===== config.mk =====
export PLATFORM = sky130hd
export DESIGN_NAME = dpcfg_top
export DESIGN_NICKNAME = d
export VERILOG_FILES = /design/src/dpcfg_pkg.sv /design/src/dpcfg_top.sv
export VERILOG_INCLUDE_DIRS = /design/src
export SDC_FILE = /design/constraint.sdc
export NUM_CORES = 1
export LEC_CHECK = 0
export ABC_AREA = 1
export BUFFER_PORTS_ARGS = -buffer_cell sky130_fd_sc_hd__buf_2
export CAP_MARGIN = 40
export CORE_UTILIZATION = 45
export CTS_CLUSTER_DIAMETER = 100
export CTS_CLUSTER_SIZE = 8
export DETAILED_ROUTE_END_ITERATION = 8
export GPL_TIMING_DRIVEN = 1
export PLACE_DENSITY = 0.79
export REMOVE_ABC_BUFFERS = 1
export SETUP_SLACK_MARGIN = 0.2
export SLEW_MARGIN = 20
export SYNTH_ARGS = -nofsm -noshare
export SYNTH_HDL_FRONTEND = slang
export SYNTH_SLANG_ARGS = --single-unit

===== constraint.sdc =====
create_clock -name pclk -period 1.95 [get_ports pclk]
set_clock_uncertainty 0.15 [all_clocks]
set_input_delay 0.39 -clock pclk [delete_from_list [all_inputs] [get_ports pclk]]
set_output_delay 0.39 -clock pclk [all_outputs]
set_load 0.01 [all_outputs]

===== src/dpcfg_defines.svh =====
`ifndef DPCFG_DEFINES_SVH
`define DPCFG_DEFINES_SVH

//----------------------------------------------------------
// Register offsets (byte addresses)
//----------------------------------------------------------
`define DPCFG_OFF_P4_DATA     12'h000
`define DPCFG_OFF_P4_OUT      12'h004
`define DPCFG_OFF_P4_FSA      12'h00c
`define DPCFG_OFF_P4_FSB      12'h010
`define DPCFG_OFF_P4_PUP      12'h02c
`define DPCFG_OFF_P4_IE       12'h038
`define DPCFG_OFF_P8_FSB      12'h110
`define DPCFG_OFF_P8_PUP      12'h12c
`define DPCFG_OFF_P8_IE       12'h138

//----------------------------------------------------------
// Field masks and reset values
//----------------------------------------------------------
`define DPCFG_P4_MASK         4'hf
`define DPCFG_P4_FSA_MASK     4'h3
`define DPCFG_P8_FSB_MASK     8'hc0
`define DPCFG_P8_MASK         8'hff
`define DPCFG_RST4            4'h0
`define DPCFG_RST8            8'h00
`endif


===== src/dpcfg_pkg.sv =====
package dpcfg_pkg;
   // Four-pin and eight-pin vectors
   typedef logic [3:0] dpcfg_nib_t;
   typedef logic [7:0] dpcfg_byte_t;
endpackage : dpcfg_pkg


===== src/dpcfg_top.sv =====
`timescale 1ns/1ps
`include "dpcfg_defines.svh"
module dpcfg_top
(
   input  wire logic               pclk,
   input  wire logic               presetn,
   input  wire logic               psel,
   input  wire logic               penable,
   input  wire logic               pwrite,
   input  wire logic [11:0]        paddr,
   input  wire logic [31:0]        pwdata,
   output logic      [31:0]        prdata,
   output logic                    pready,
   output logic                    pslverr,
   input  wire logic               stop_mode,
   input  wire dpcfg_pkg::dpcfg_nib_t  p4_pin_in,
   output dpcfg_pkg::dpcfg_nib_t   p4_pin_out,
   output dpcfg_pkg::dpcfg_nib_t   p4_pin_oe,
   output dpcfg_pkg::dpcfg_nib_t   p4_pullup_en,
   output dpcfg_pkg::dpcfg_nib_t   p4_analog_in,
   output logic                    ext_irq_in3,
   output logic                    ext_irq_in2,
   output logic                    timer6_capture_in1,
   output logic                    timer6_capture_in0,
   output logic                    timer1_capture_in1,
   output logic                    timer1_capture_in0,
   input  wire dpcfg_pkg::dpcfg_byte_t p8_pin_in,
   output dpcfg_pkg::dpcfg_byte_t  p8_pullup_en,
   output dpcfg_pkg::dpcfg_byte_t  p8_input_en,
   output logic                    timer0_capture_in1,
   output logic                    timer0_capture_in0
);

   //-------------------------------------------------------
   // Register storage
   //-------------------------------------------------------
   dpcfg_pkg::dpcfg_nib_t  data_reg;     // Output data latch
   dpcfg_pkg::dpcfg_nib_t  out_reg;      // Output enables
   dpcfg_pkg::dpcfg_nib_t  fsa_reg;      // Select a, bits 1:0
   dpcfg_pkg::dpcfg_nib_t  fsb_reg;      // Select b
   dpcfg_pkg::dpcfg_nib_t  pup_reg;      // Pull-up enables
   dpcfg_pkg::dpcfg_nib_t  ie_reg;       // Input enables
   dpcfg_pkg::dpcfg_byte_t p8fsb_reg;    // Port8 select b
   dpcfg_pkg::dpcfg_byte_t p8pup_reg;    // Port8 pull-ups
   dpcfg_pkg::dpcfg_byte_t p8ie_reg;     // Port8 input enables
   logic [31:0]            rdata_next;   // Read mux value

   //-------------------------------------------------------
   // Bus decode
   //-------------------------------------------------------
   wire wr_en   = psel & penable & pwrite;
   wire rd_en   = psel & penable & ~pwrite;
   wire hit_dat = (paddr == `DPCFG_OFF_P4_DATA);
   wire hit_out = (paddr == `DPCFG_OFF_P4_OUT);
   wire hit_fsa = (paddr == `DPCFG_OFF_P4_FSA);
   wire hit_fsb = (paddr == `DPCFG_OFF_P4_FSB);
   wire hit_pup = (paddr == `DPCFG_OFF_P4_PUP);
   wire hit_ie  = (paddr == `DPCFG_OFF_P4_IE);
   wire hit_8fs = (paddr == `DPCFG_OFF_P8_FSB);
   wire hit_8pu = (paddr == `DPCFG_OFF_P8_PUP);
   wire hit_8ie = (paddr == `DPCFG_OFF_P8_IE);
   wire hit_any = hit_dat | hit_out | hit_fsa | hit_fsb | hit_pup
                | hit_ie | hit_8fs | hit_8pu | hit_8ie;

   // Zero-wait slave; unmapped access answers with an error
   assign pready  = 1'b1;
   assign pslverr = psel & penable & ~hit_any;

   //-------------------------------------------------------
   // Pin side
   //-------------------------------------------------------
   // Gated input: disabled pins read zero and stay quiet
   wire [3:0] p4_in_g = p4_pin_in & ie_reg;
   wire [7:0] p8_in_g = p8_pin_in & p8ie_reg;
   // Plain I/O when both select bits are zero
   wire [3:0] gpio_m  = ~(fsa_reg | fsb_reg);
   // Interrupt path ignores selects, blocked in stop mode
   wire [3:0] irq_g   = p4_in_g & {4{~stop_mode}};

   //-------------------------------------------------------
   // Per-pin alternate routing
   //-------------------------------------------------------
   wire [3:0] cap_g;                   // Capture path per pin
   wire [3:0] alt_m;                   // Pin handed to a peripheral
   genvar     gi;                      // Pin index
   generate
      for (gi = 0; gi < 4; gi++)
      begin : pin_g
         // Capture only through an enabled input
         assign cap_g[gi] = p4_in_g[gi] & fsb_reg[gi];
         // Alternate when either select bit is set
         assign alt_m[gi] = fsa_reg[gi] | fsb_reg[gi];
         // Driver must drop once the pin is handed over
         pin_oe_a: assert property (@(posedge pclk)
            disable iff (!presetn) alt_m[gi] |-> !p4_pin_oe[gi])
            else $error("Driver on for handed-over pin");
      end
   endgenerate

   assign p4_pin_out   = data_reg;
   assign p4_pin_oe    = out_reg & gpio_m;
   assign p4_pullup_en = pup_reg;
   // Analog path available once input and pull-up are off
   assign p4_analog_in = ~ie_reg & ~pup_reg;
   assign ext_irq_in3  = irq_g[1];
   assign ext_irq_in2  = irq_g[0];
   assign timer6_capture_in1 = cap_g[3];
   assign timer6_capture_in0 = cap_g[2];
   assign timer1_capture_in1 = cap_g[1];
   assign timer1_capture_in0 = cap_g[0];
   assign timer0_capture_in1 = p8_in_g[7] & p8fsb_reg[7];
   assign timer0_capture_in0 = p8_in_g[6] & p8fsb_reg[6];
   assign p8_pullup_en = p8pup_reg;
   assign p8_input_en  = p8ie_reg;

   //-------------------------------------------------------
   // Read mux, upper bits zero
   //-------------------------------------------------------
   always_comb
   begin
      rdata_next = 32'h0000_0000;
      if (hit_dat)
         // Pin level for inputs, latch for outputs
         rdata_next[3:0] = (p4_in_g & ~out_reg) | (data_reg & out_reg);
      else if (hit_out)
         rdata_next[3:0] = out_reg;
      else if (hit_fsa)
         rdata_next[3:0] = fsa_reg;
      else if (hit_fsb)
         rdata_next[3:0] = fsb_reg;
      else if (hit_pup)
         rdata_next[3:0] = pup_reg;
      else if (hit_ie)
         rdata_next[3:0] = ie_reg;
      else if (hit_8fs)
         rdata_next[7:0] = p8fsb_reg;
      else if (hit_8pu)
         rdata_next[7:0] = p8pup_reg;
      else if (hit_8ie)
         rdata_next[7:0] = p8ie_reg;
   end

   // Read data flop, loaded in setup phase
   always_ff @(posedge pclk or negedge presetn)
   begin
      if (!presetn)
         prdata <= 32'h0000_0000;
      else if (psel & ~penable & ~pwrite)
         prdata <= rdata_next;
   end

   //-------------------------------------------------------
   // Register writes
   //-------------------------------------------------------
   always_ff @(posedge pclk or negedge presetn)
   begin
      if (!presetn)
      begin
         // All pins plain, every enable off
         data_reg  <= `DPCFG_RST4;
         out_reg   <= `DPCFG_RST4;
         fsa_reg   <= `DPCFG_RST4;
         fsb_reg   <= `DPCFG_RST4;
         pup_reg   <= `DPCFG_RST4;
         ie_reg    <= `DPCFG_RST4;
         p8fsb_reg <= `DPCFG_RST8;
         p8pup_reg <= `DPCFG_RST8;
         p8ie_reg  <= `DPCFG_RST8;
      end
      else if (wr_en)
      begin
         if (hit_dat) data_reg  <= pwdata[3:0] & `DPCFG_P4_MASK;
         if (hit_out) out_reg   <= pwdata[3:0] & `DPCFG_P4_MASK;
         if (hit_fsa) fsa_reg   <= pwdata[3:0] & `DPCFG_P4_FSA_MASK;
         if (hit_fsb) fsb_reg   <= pwdata[3:0] & `DPCFG_P4_MASK;
         if (hit_pup) pup_reg   <= pwdata[3:0] & `DPCFG_P4_MASK;
         if (hit_ie)  ie_reg    <= pwdata[3:0] & `DPCFG_P4_MASK;
         if (hit_8fs) p8fsb_reg <= pwdata[7:0] & `DPCFG_P8_FSB_MASK;
         if (hit_8pu) p8pup_reg <= pwdata[7:0] & `DPCFG_P8_MASK;
         if (hit_8ie) p8ie_reg  <= pwdata[7:0] & `DPCFG_P8_MASK;
      end
   end

   //-------------------------------------------------------
   // Checks
   //-------------------------------------------------------
   gate_in_a: assert property (@(posedge pclk) disable iff (!presetn)
      !ie_reg[2] |-> !timer6_capture_in0)
      else $error("Capture seen with input off");
   irq_stop_a: assert property (@(posedge pclk) disable iff (!presetn)
      stop_mode |-> !ext_irq_in3 && !ext_irq_in2)
      else $error("Interrupt passed in stop mode");
   irq_follow_a: assert property (@(posedge pclk) disable iff (!presetn)
      (!stop_mode && ie_reg[1]) |-> ext_irq_in3 == p4_pin_in[1])
      else $error("Interrupt does not follow pin");
   oe_gpio_a: assert property (@(posedge pclk) disable iff (!presetn)
      (fsb_reg[0] || fsa_reg[0]) |-> !p4_pin_oe[0])
      else $error("Driver on in alternate mode");
   oe_write_a: assert property (@(posedge pclk) disable iff (!presetn)
      (wr_en && hit_out) |=> out_reg == $past(pwdata[3:0]))
      else $error("Output control not stored");
   p8_upper_a: assert property (@(posedge pclk) disable iff (!presetn)
      p8fsb_reg[5:0] == 6'h00)
      else $error("Port8 select low bits set");
   fsa_upper_a: assert property (@(posedge pclk) disable iff (!presetn)
      fsa_reg[3:2] == 2'h0)
      else $error("Select a upper bits set");
   p8pup_wr_a: assert property (@(posedge pclk) disable iff (!presetn)
      (wr_en && hit_8pu) |=> p8_pullup_en == $past(pwdata[7:0]))
      else $error("Port8 pull-up not stored");
   p8ie_wr_a: assert property (@(posedge pclk) disable iff (!presetn)
      (wr_en && hit_8ie) |=> p8_input_en == $past(pwdata[7:0]))
      else $error("Port8 input enable not stored");
   rd_hi_a: assert property (@(posedge pclk) disable iff (!presetn)
      (psel && !penable && hit_dat && !pwrite) |=> prdata[31:4] == 28'h0)
      else $error("Data upper bits not zero");
   analog_a: assert property (@(posedge pclk) disable iff (!presetn)
      (!ie_reg[3] && !pup_reg[3]) |-> p4_analog_in[3])
      else $error("Analog path not offered");
   reset_a: assert property (@(posedge pclk)
      $rose(presetn) |-> p4_pin_oe == 4'h0 && p4_pullup_en == 4'h0)
      else $error("Pins not idle after reset");

   //-------------------------------------------------------
   // Register write checks
   //-------------------------------------------------------
   // Select b takes all four bits
   fsb_write_a: assert property (@(posedge pclk) disable iff (!presetn)
      (wr_en && hit_fsb) |=> fsb_reg == $past(pwdata[3:0]))
      else $error("Select b not stored");
   // Select a keeps only its two low bits
   fsa_write_a: assert property (@(posedge pclk) disable iff (!presetn)
      (wr_en && hit_fsa) |=> fsa_reg == {2'b00, $past(pwdata[1:0])})
      else $error("Select a not stored");
   // Pull-up register reached at its offset
   pup_write_a: assert property (@(posedge pclk) disable iff (!presetn)
      (wr_en && hit_pup) |=> p4_pullup_en == $past(pwdata[3:0]))
      else $error("Pull-up not stored");
   // Input enable reached at its offset
   ie_write_a: assert property (@(posedge pclk) disable iff (!presetn)
      (wr_en && hit_ie) |=> ie_reg == $past(pwdata[3:0]))
      else $error("Input enable not stored");
   // Data latch drives the pin value
   dat_write_a: assert property (@(posedge pclk) disable iff (!presetn)
      (wr_en && hit_dat) |=> p4_pin_out == $past(pwdata[3:0]))
      else $error("Data latch not stored");
   // Port8 select keeps bits 7:6 only
   p8fsb_write_a: assert property (@(posedge pclk) disable iff (!presetn)
      (wr_en && hit_8fs) |=> p8fsb_reg == {$past(pwdata[7:6]), 6'h00})
      else $error("Port8 select not stored");
   // Unmapped write leaves output control and input enable alone
   wr_bad_a: assert property (@(posedge pclk) disable iff (!presetn)
      (wr_en && !hit_any) |=> $stable(out_reg) && $stable(ie_reg))
      else $error("Unmapped write changed state");

   //-------------------------------------------------------
   // Gating and routing checks
   //-------------------------------------------------------
   // Interrupt 2 blocked with input off
   irq_gate_a: assert property (@(posedge pclk) disable iff (!presetn)
      !ie_reg[0] |-> !ext_irq_in2)
      else $error("Interrupt seen with input off");
   // Timer1 capture blocked with input off
   t1_gate_a: assert property (@(posedge pclk) disable iff (!presetn)
      !ie_reg[1] |-> !timer1_capture_in1)
      else $error("Timer1 capture with input off");
   // Timer0 capture needs its select bit
   t0_gate_a: assert property (@(posedge pclk) disable iff (!presetn)
      !p8fsb_reg[7] |-> !timer0_capture_in1)
      else $error("Timer0 capture without select");
   // Timer0 capture follows its pin
   t0_route_a: assert property (@(posedge pclk) disable iff (!presetn)
      (p8fsb_reg[6] && p8ie_reg[6]) |-> timer0_capture_in0 == p8_pin_in[6])
      else $error("Timer0 capture does not follow pin");
   // Timer6 capture follows its pin
   t6_route_a: assert property (@(posedge pclk) disable iff (!presetn)
      (fsb_reg[3] && ie_reg[3]) |-> timer6_capture_in1 == p4_pin_in[3])
      else $error("Timer6 capture does not follow pin");
   // Interrupt 2 follows its pin outside stop
   irq2_follow_a: assert property (@(posedge pclk) disable iff (!presetn)
      (!stop_mode && ie_reg[0]) |-> ext_irq_in2 == p4_pin_in[0])
      else $error("Interrupt 2 does not follow pin");
   // Driver on for a plain output pin
   oe_drive_a: assert property (@(posedge pclk) disable iff (!presetn)
      (out_reg[1] && !fsa_reg[1] && !fsb_reg[1]) |-> p4_pin_oe[1])
      else $error("Driver off for plain output");
   // Analog path closed while input on
   analog_off_a: assert property (@(posedge pclk) disable iff (!presetn)
      ie_reg[0] |-> !p4_analog_in[0])
      else $error("Analog path with input on");

   //-------------------------------------------------------
   // Bus answer checks
   //-------------------------------------------------------
   // Unmapped access answers with an error
   err_map_a: assert property (@(posedge pclk) disable iff (!presetn)
      (psel && penable && !hit_any) |-> pslverr)
      else $error("Unmapped access not refused");
   // Unmapped read returns zero
   rd_zero_a: assert property (@(posedge pclk) disable iff (!presetn)
      (psel && !penable && !pwrite && !hit_any) |=> prdata == 32'h0)
      else $error("Unmapped read not zero");
   // Select a reads back its value
   rd_fsa_a: assert property (@(posedge pclk) disable iff (!presetn)
      (psel && !penable && !pwrite && hit_fsa)
      |=> prdata == {28'h0, $past(fsa_reg)})
      else $error("Select a read wrong");
   // Output control reads back its value
   rd_out_a: assert property (@(posedge pclk) disable iff (!presetn)
      (psel && !penable && !pwrite && hit_out)
      |=> prdata == {28'h0, $past(out_reg)})
      else $error("Output control read wrong");

endmodule : dpcfg_top


==> impl_metrics.json, run 1 <==
{
  "status": "finished with violations",
  "failed_checks": "negative setup slack",
  "cp_slowest_cell": "nor2_4",
  "numCtsBuffers": 5,
  "routedWlPerCell_um": 12.8,
  "power.density_nw_per_um2": 491,
  "min_period_ps": 1950,
  "layout_commonest_cell": "nand2_1",
  "ys_ff_latch": 48,
  "core_area_um2": 5920,
  "tns_ps": -3.13,
  "portBuffers": 80,
  "die_area_um2": 6430,
  "ff2ff_setup_slack_ps": 670,
  "finalHoldViolCount": 0,
  "clock_path_buffers": 2,
  "diodes": 0,
  "clock_sinks": 48,
  "hold_depth": 3,
  "areaGrowthSynthToFinish_pct": 29.7,
  "fin_ws_ps": -3.13,
  "synthDistinctLibCells": 29,
  "die_h_um": 80.2,
  "h-tree-depth": 2,
  "finalMaxSlewViolations": 0,
  "cts_root_buf": "clkbuf_8",
  "path_clk_slew_ps": 90,
  "crit_buf_inv": 3,
  "cp_slowest_stage_delay_ps": 180,
  "register_area_um2": 1200,
  "worst_skew_pair.late_latency_ps": 300,
  "critPathMaxFanout": 5,
  "worstHoldEndpoint": "p8_input_en[5]$_DFFE_PN0P_",
  "ios": 136,
  "drv_cap": 0,
  "grt_pass1_wl_mm": 10.7,
  "r2r_cells": 6,
  "via_per_inst": 4.94,
  "nets": 528,
  "overflow": 0,
  "first_iter_violations": 140,
  "cp_common_cell": "nor2_4",
  "timing.rr.start": "p4_pullup_en[0]$_DFFE_PN0P_",
  "grt_start_max_net_pins": 21,
  "r2r_end": "prdata[0]$_DFFE_PN0P_",
  "dr.pass1.iters": 7,
  "leakage_uw": 0.00195,
  "vias": 2674,
  "antenna_found_initial": 0,
  "track_usage_pct": 21.6,
  "min_from": "pwdata[5]",
  "fill_cells": 525,
  "post-dp-hpwl_mm": 5.20,
  "required_ps": 1410,
  "dpl-instance-area_um2": 3290,
  "synth.cell_area_um2": 2750,
  "cpLargestDelayFamily": "simple AND/OR/NAND/NOR gates",
  "crit_path_start_kind": "input port",
  "post-route-period-util_pct": 100,
  "multiInputGateArea_um2": 1380,
  "path_cells": "buf_6, nor2_4, nand2_4, nor2_4, nand2_2, nor2_4, inv_2, nand4_1, nor4_2, buf_2",
  "initial_core_util_pct": 46.4,
  "netlist_instances": 357,
  "setup.worst_path.end_class": "output port",
  "design_area_um2": 3570,
  "grt_setup_unrepaired": "true",
  "syn-mean-instance-area_um2": 7.70,
  "grt_pass1_vias": 2399,
  "die_x_um": 80.2,
  "cts_tree": "built",
  "yosys_warnings": 0,
  "fmax_ghz": 0.512,
  "postRouteAntennaNets": 0,
  "drive_gt1_share_pct": 35.6,
  "seq_area_frac_synth_pct": 43.7,
  "gp_congestion": 0.861,
  "peakVddDrop_mv": 0.370,
  "whs_ps": 195,
  "mostFrequentLayoutCells": "104 x nand2_1, 75 x buf_2, 48 x dfrtp_1",
  "hp-class": "in -> reg",
  "drcViolationCount": 0,
  "rows": 28,
  "setup_viol": 1,
  "arrival_ps": 1410,
  "critPathKind": "in -> out",
  "routed_wirelength_mm": 6.92
}
==> metrics by stage <==
stage / instances / utilization [%] / power [µW] / setup slack [ps]
6_report: 541 / 60.2 / 1750 / -3.13
5_1_grt: 541 / 60.2 / 1820 / -87.4
4_1_cts: 537 / 57.5 / 1730 / 1.76
3_5_place_dp: 529 / 55.5 / 1170 / -169
3_3_place_gp: 529 / 55.5 / 1170 / -57.5
2_1_floorplan: 351 / - / 1080 / 47.0
==> tightest hold or removal path, delay by kind of cell <==
family                 cells  cell delay (ps)
AO/OA/AOI/OAI              1               60
buffers and inverters      2              160
==> how the worst max path moves through the flow <==
stage               from                    end  slack [ps]  depth (start not counted)
3_5_place_dp   paddr[11]  prdata[2]$_DFFE_PN0P_        -170                         13
3_3_place_gp   paddr[11]  prdata[2]$_DFFE_PN0P_         -60                         13
2_1_floorplan   paddr[3]                pslverr          50                          8
5_1_grt         paddr[5]                pslverr         -90                         10
4_1_cts        paddr[11]                pslverr           2                         10
6_report       paddr[11]                pslverr          -3                         10
==> Yosys cell counts (all sizes together) <==
| master | instances | share of area [%] |
|---|---|---|
| o31ai | 1 | 0.27 |
| nand4 | 5 | 1.1 |
| nand2 | 117 | 17 |
| clkinv | 1 | 0.14 |
| inv | 38 | 5.2 |
| o21bai | 1 | 0.27 |
| conb | 2 | 0.27 |
| nor2 | 35 | 6.8 |
| nand3 | 16 | 3.1 |
| dfrtp | 48 | 44 |
| buf | 29 | 8.3 |
| and2 | 2 | 0.45 |
| nor4 | 1 | 0.23 |
| a22o | 2 | 0.64 |
| a21oi | 2 | 0.36 |
| nor3 | 3 | 1.1 |
| o21ai | 54 | 11 |
==> per-layer routing <==
| metal | global-route usage [%] | vias to the layer above | share of wire (%) |
|---|---|---|---|
| met5 | 0 | - | 0 |
| met4 | 7.86 | 0 | 2.7 |
| met3 | 2.95 | 15 | 4.1 |
| met2 | 37.5 | 98 | 50 |
| met1 | 27.2 | 1259 | 44 |
| li1 | - | 1302 | - |
==> power by group <==
group / total (µW) / internal [µW] / switching, µW
clock: 567 / 243 / 324
combinational: 188 / 67.1 / 121
sequential: 996 / 995 / 1.00
==> final cells by class <==
type / count / share of cell area (%)
multi-input combinational: 264 / 38.6
clock buffer: 5 / 1.93
sequential: 48 / 33.7
timing repair buffer: 108 / 18.6
inverter: 39 / 4.18
tap: 75 / 2.63
clock inverter: 2 / 0.351
==> cells by family after synthesis <==
group                  count (synthesis)  synth area share [%]
other                                  2                 0.273
AO/OA/AOI/OAI                         60                  12.5
buffers and inverters                 68                  13.6
AND/OR/NAND/NOR                      179                  29.9
flip-flops                            48                  43.7
==> what timing repair did <==
action	in CTS	in global routing
gates cloned	0	0
endpoints found under the hold margin	17	0
endpoints found under the setup margin	3	5
hold buffers	1	0
pin swaps	0	9
resized for setup	6	36
setup buffers	0	4
Note: power is estimated with default switching activity, not from simulation.
==> run 2, diff against run 1 <==
Settings changed: CORE_MARGIN from default to 2, CORE_UTILIZATION 45 to 42, PLACE_DENSITY 0.79 to 0.77.
Clock period 1.95 ns to 1.6 ns, I/O delays scaled along.
==> run 2 against run 1 <==
- the flow still finishes with violations (negative setup slack)
- global-route usage up 0.90 points
- final cell count increased by 9.6%
- clock-buffer cell count rose by 1
- hold slack worse by 79 ps
==> impl_metrics.json, run 2 (same netlist as run 1, synthesis figures left out) <==
{
  "status": "finished with violations",
  "failed_checks": "negative setup slack",
  "portBuffers": 80,
  "cp_slowest_cell": "nor3_4",
  "die_area_um2": 7210,
  "post-route-period-util_pct": 118,
  "p_int_uw": 1840,
  "design_area_um2": 4390,
  "pwr-share-seq_pct": 49.8,
  "antenna_found_initial": 0,
  "cp_slowest_stage_delay_ps": 270,
  "critPathLaunch": "paddr[1]",
  "track_usage_pct": 22.5,
  "dpl-instance-area_um2": 3330,
  "rows": 29,
  "finalMaxSlewViolations": 0,
  "peakVddDrop_mv": 0.452,
  "die_h_um": 84.9,
  "top_layer": "met4",
  "clock_path_buffers": 2,
  "first_iter_violations": 225,
  "combPwrFrac_pct": 12.0,
  "fin_cells": 593,
  "postRouteAntennaNets": 0,
  "drt-met1-wl_mm": 3.41,
  "dp_cells": 535,
  "dr.pass1.iters": 4,
  "grt_start_max_net_pins": 49,
  "grt_pass1_vias": 2837,
  "fin_ws_ps": -292,
  "min_period_ps": 1890,
  "routedWlPerCell_um": 15.0,
  "critPathKind": "in -> out",
  "clock_sinks": 48,
  "drv_cap": 0,
  "leakage_uw": 0.00233,
  "dpl_worst_slack_ps": -335,
  "die_x_um": 84.9,
  "initial_core_util_pct": 43.3,
  "via_per_inst": 5.06,
  "met2_length_mm": 4.59,
  "fmax_ghz": 0.529,
  "overflow": 0,
  "multiInputGateArea_um2": 1610,
  "routed_wirelength_mm": 8.89,
  "numCtsBuffers": 5,
  "grt_setup_unrepaired": "true",
  "r2r_cells": 8,
  "register_area_um2": 1210,
  "timing.rr.start": "ie_reg[1]$_DFFE_PN0P_",
  "fill_cells": 450,
  "required_ps": 1130,
  "power.density_nw_per_um2": 555,
  "switching_share_pct": 24.5,
  "fin_util_pct": 69.2,
  "ff2ff_setup_slack_ps": 100,
  "grt_pass1_wl_mm": 13.1,
  "nets": 577,
  "cts_root_buf": "clkbuf_8",
  "r2r_end": "prdata[1]$_DFFE_PN0P_",
  "finalHoldViolCount": 0,
  "cts_tree": "built",
  "post-dp-hpwl_mm": 5.23,
  "drive_gt1_share_pct": 51.4,
  "path_clk_slew_ps": 100,
  "whs_ps": 117,
  "critPathMaxFanout": 3,
  "h-tree-depth": 2,
  "arrival_ps": 1420,
  "p_clk_share_pct": 38.3,
  "setup.worst_path.end_class": "output port",
  "areaGrowthSynthToFinish_pct": 59.8,
  "met3_length_um": 551,
  "core_area_um2": 6350,
  "gp_congestion": 0.868,
  "vias": 3000,
  "diodes": 0,
  "layout_commonest_cell": "nand2_1",
  "setup_viol": 8,
  "path_cells": "buf_6, nor2_4, inv_2, nor3_4, nand3_2, nand4_1, nor4_2, buf_2",
  "mostFrequentLayoutCells": "82 x nand2_1, 65 x buf_2, 53 x buf_4",
  "p_sw_uw": 598,
  "crit_path_start_kind": "input port",
  "worst_skew_pair.late_latency_ps": 310,
  "endpoint": "pslverr",
  "hp-class": "in -> reg",
  "ios": 136,
  "drcViolationCount": 0
}
run 2: how the worst min path moves through the flow:
stage               from                          to  slack, ps  cells after the start
2_1_floorplan    presetn      fsa_reg[0]$_DFFE_PN0P_       -130                      0
3_5_place_dp     presetn       prdata[6]$_DFFE_PN0P_        170                      2
5_1_grt        pwdata[4]  p8_input_en[4]$_DFFE_PN0P_        130                      3
4_1_cts        pwdata[4]  p8_input_en[4]$_DFFE_PN0P_        120                      3
3_3_place_gp     presetn       prdata[7]$_DFFE_PN0P_        170                      2
6_report       pwdata[5]  p8_input_en[5]$_DFFE_PN0P_        120                      3
run 2: layer usage:
metal / vias to the layer above / track usage (%)
met4: 0 / 9.96
li1: 1405 / -
met2: 151 / 37.5
met1: 1410 / 28.9
met3: 34 / 3.79
met5: - / 0
run 2: area by class of cell:
class / instances / area share, %
clock buffer: 6 / 1.88
clock inverter: 2 / 0.883
inverter: 39 / 3.73
multi-input combinational: 265 / 36.7
sequential: 48 / 27.4
tap: 77 / 2.19
timing repair buffer: 156 / 27.2
run 2: power groups by stage:
stage / logic [µW] / clock network (µW) / registers, µW
floorplan: 83.1 / 0 / 1240
detailed placement: 199 / 0 / 1240
CTS: 255 / 944 / 1210
finish: 292 / 933 / 1210
global placement: 195 / 0 / 1240
global route: 318 / 990 / 1220
run 2: critical path, delay by kind of cell:
family | cells | cell delay (ps)
and+or+nand+nor | 5 | 770
buffers and inverters | 3 | 330
run 2: stage by stage:
stage / total power [µW] / TNS (ps)
3_5_place_dp: 1440 / -7720
3_3_place_gp: 1430 / -5620
5_1_grt: 2520 / -1860
2_1_floorplan: 1320 / -406
6_report: 2440 / -1260
4_1_cts: 2410 / -582
run 2: timing repair:
action,in CTS,in global routing
gates resized for setup,68,85
gates cloned,1,0
hold buffers,1,0
endpoints found under the hold margin,48,0
endpoints found under the setup margin,55,65
buffers inserted,34,14
pin swaps,27,42
==> run 3, diff against run 2 <==
Settings changed: REMOVE_ABC_BUFFERS 1 to default.
==> run 3 against run 2 <==
- the run still ends with negative setup slack left
- highest routed layer unchanged
- combinational power decreased by 2%
- utilization increased by 3.8 points
- first-iteration DRC count grew 8.4%
- critical path type unchanged
- sequential share of layout area shrank 1.5 points
- critical path depth up 1
==> impl_metrics.json, run 3 (same netlist as run 1, synthesis figures left out) <==
{
  "required_ps": 1130,
  "rows": 29,
  "combPwrFrac_pct": 11.9,
  "r2r_cells": 8,
  "portBuffers": 80,
  "first_iter_violations": 244,
  "via_per_inst": 5.19,
  "grt_pass1_wl_mm": 12.5,
  "routedWlPerCell_um": 16.7,
  "postRouteAntennaNets": 0,
  "mostFrequentLayoutCells": "68 x buf_2, 62 x nand2_1, 57 x buf_4",
  "total_power_uw": 2400,
  "met3_length_um": 564,
  "dr.pass1.iters": 5,
  "crit_path_start_kind": "input port",
  "dpl_worst_slack_ps": -368,
  "timing.rr.start": "ie_reg[0]$_DFFE_PN0P_",
  "p_sw_uw": 618,
  "leakage_uw": 0.00242,
  "path_clk_slew_ps": 90,
  "numCtsBuffers": 5,
  "whs_ps": 115,
  "drt-met1-wl_mm": 3.76,
  "routed_wirelength_mm": 10.2,
  "met2_length_mm": 5.48,
  "overflow": 0,
  "finalMaxSlewViolations": 0,
  "grt_start_max_net_pins": 49,
  "post-dp-hpwl_mm": 5.27,
  "track_usage_pct": 21.9,
  "grt_setup_unrepaired": "true",
  "crit_cells": 9,
  "cpLargestDelayFamily": "simple AND/OR/NAND/NOR gates",
  "p_int_uw": 1790,
  "nets": 593,
  "gp_congestion": 0.822,
  "endpoint": "pslverr",
  "hp-class": "in -> reg",
  "fmax_ghz": 0.534,
  "switching_share_pct": 25.7,
  "cp_slowest_stage_delay_ps": 310,
  "vias": 3161,
  "initial_core_util_pct": 43.3,
  "drive_gt1_share_pct": 55.1,
  "core_area_um2": 6350,
  "min_period_ps": 1870,
  "cts_tree": "built",
  "fin_ws_ps": -273,
  "min_from": "pwdata[4]",
  "pwr-share-seq_pct": 50.5,
  "die_h_um": 84.9,
  "path_cells": "buf_6, nor2_4, nand2_2, nor2_4, buf_6, nand3_4, nand4_1, nor4_4, buf_2",
  "critPathKind": "in -> out",
  "arrival_ps": 1400,
  "top_layer": "met4",
  "finalHoldViolCount": 0,
  "clock_path_buffers": 2,
  "drv_cap": 0,
  "die_area_um2": 7210,
  "status": "finished with violations",
  "grt_pass1_vias": 2738,
  "ff2ff_setup_slack_ps": 80,
  "cts_root_buf": "clkbuf_8",
  "critPathLaunch": "paddr[6]",
  "h-tree-depth": 2,
  "clock_sinks": 48,
  "areaGrowthSynthToFinish_pct": 68.7,
  "die_x_um": 84.9,
  "setup_viol": 13,
  "cp_slowest_cell": "nor4_4",
  "peakVddDrop_mv": 0.483,
  "worst_skew_pair.late_latency_ps": 310,
  "layout_commonest_cell": "buf_2",
  "failed_checks": "negative setup slack",
  "drcViolationCount": 0,
  "antenna_found_initial": 0,
  "setup.worst_path.end_class": "output port",
  "power.density_nw_per_um2": 518,
  "r2r_end": "prdata[0]$_DFFE_PN0P_",
  "p_clk_share_pct": 37.6,
  "post-route-period-util_pct": 117,
  "ios": 136,
  "crit_buf_inv": 3,
  "diodes": 0,
  "critPathMaxFanout": 3
}
==> run 3: worst min-delay path: stages <==
cell and delay, ps:
buf_2 90, inv_1 70, o21ai_2 60
==> run 3: cell type report <==
class	instances	area (µm²)
Multi-Input combinational cell	265	1740
Fill cell	420	1710
Timing Repair Buffer	172	1340
Sequential cell	48	1200
Inverter	39	156
Tap cell	77	96.3
Clock buffer	6	72.6
Clock inverter	2	35.0
==> run 3: per-stage QoR <==
stage	utilization, %	setup TNS, ps	std cells	area [µm²]
6_report	73.0	-1910	609	4640
5_1_grt	73.0	-3140	609	4640
4_1_cts	62.5	-975	579	3970
3_5_place_dp	52.9	-6970	533	3360
3_3_place_gp	52.9	-5150	533	3360
2_1_floorplan	-	-30.6	380	2890
==> run 3: worst min path at each step <==
stage / cells after the start / endpoint / slack, ps
2_1_floorplan: 0 / fsa_reg[0]$_DFFE_PN0P_ / -130
5_1_grt: 3 / p8_input_en[4]$_DFFE_PN0P_ / 130
3_3_place_gp: 2 / prdata[7]$_DFFE_PN0P_ / 170
3_5_place_dp: 2 / prdata[6]$_DFFE_PN0P_ / 170
6_report: 3 / p8_input_en[4]$_DFFE_PN0P_ / 110
4_1_cts: 3 / p8_input_en[4]$_DFFE_PN0P_ / 120
==> run 3: power groups by stage <==
| stage | logic (µW) | registers, µW | clock network, µW |
|---|---|---|---|
| 6_report | 286 | 1210 | 904 |
| 5_1_grt | 308 | 1210 | 946 |
| 4_1_cts | 229 | 1210 | 883 |
| 3_5_place_dp | 194 | 1240 | 0 |
| 3_3_place_gp | 190 | 1240 | 0 |
| 2_1_floorplan | 135 | 1240 | 0 |
==> run 3: routing by layer <==
layer	GRT usage, %	up-vias
met2	38.0	167
met3	4.28	31
met4	8.08	0
met5	0	-
met1	27.0	1525
li1	-	1438
==> run 3: repair_timing <==
action	4_1_cts	5_1_grt
hold endpoints to repair	48	0
setup buffers	36	30
gates cloned	1	0
resized for setup	56	126
hold buffers	1	0
pin swaps	28	41
endpoints found under the setup margin	51	67
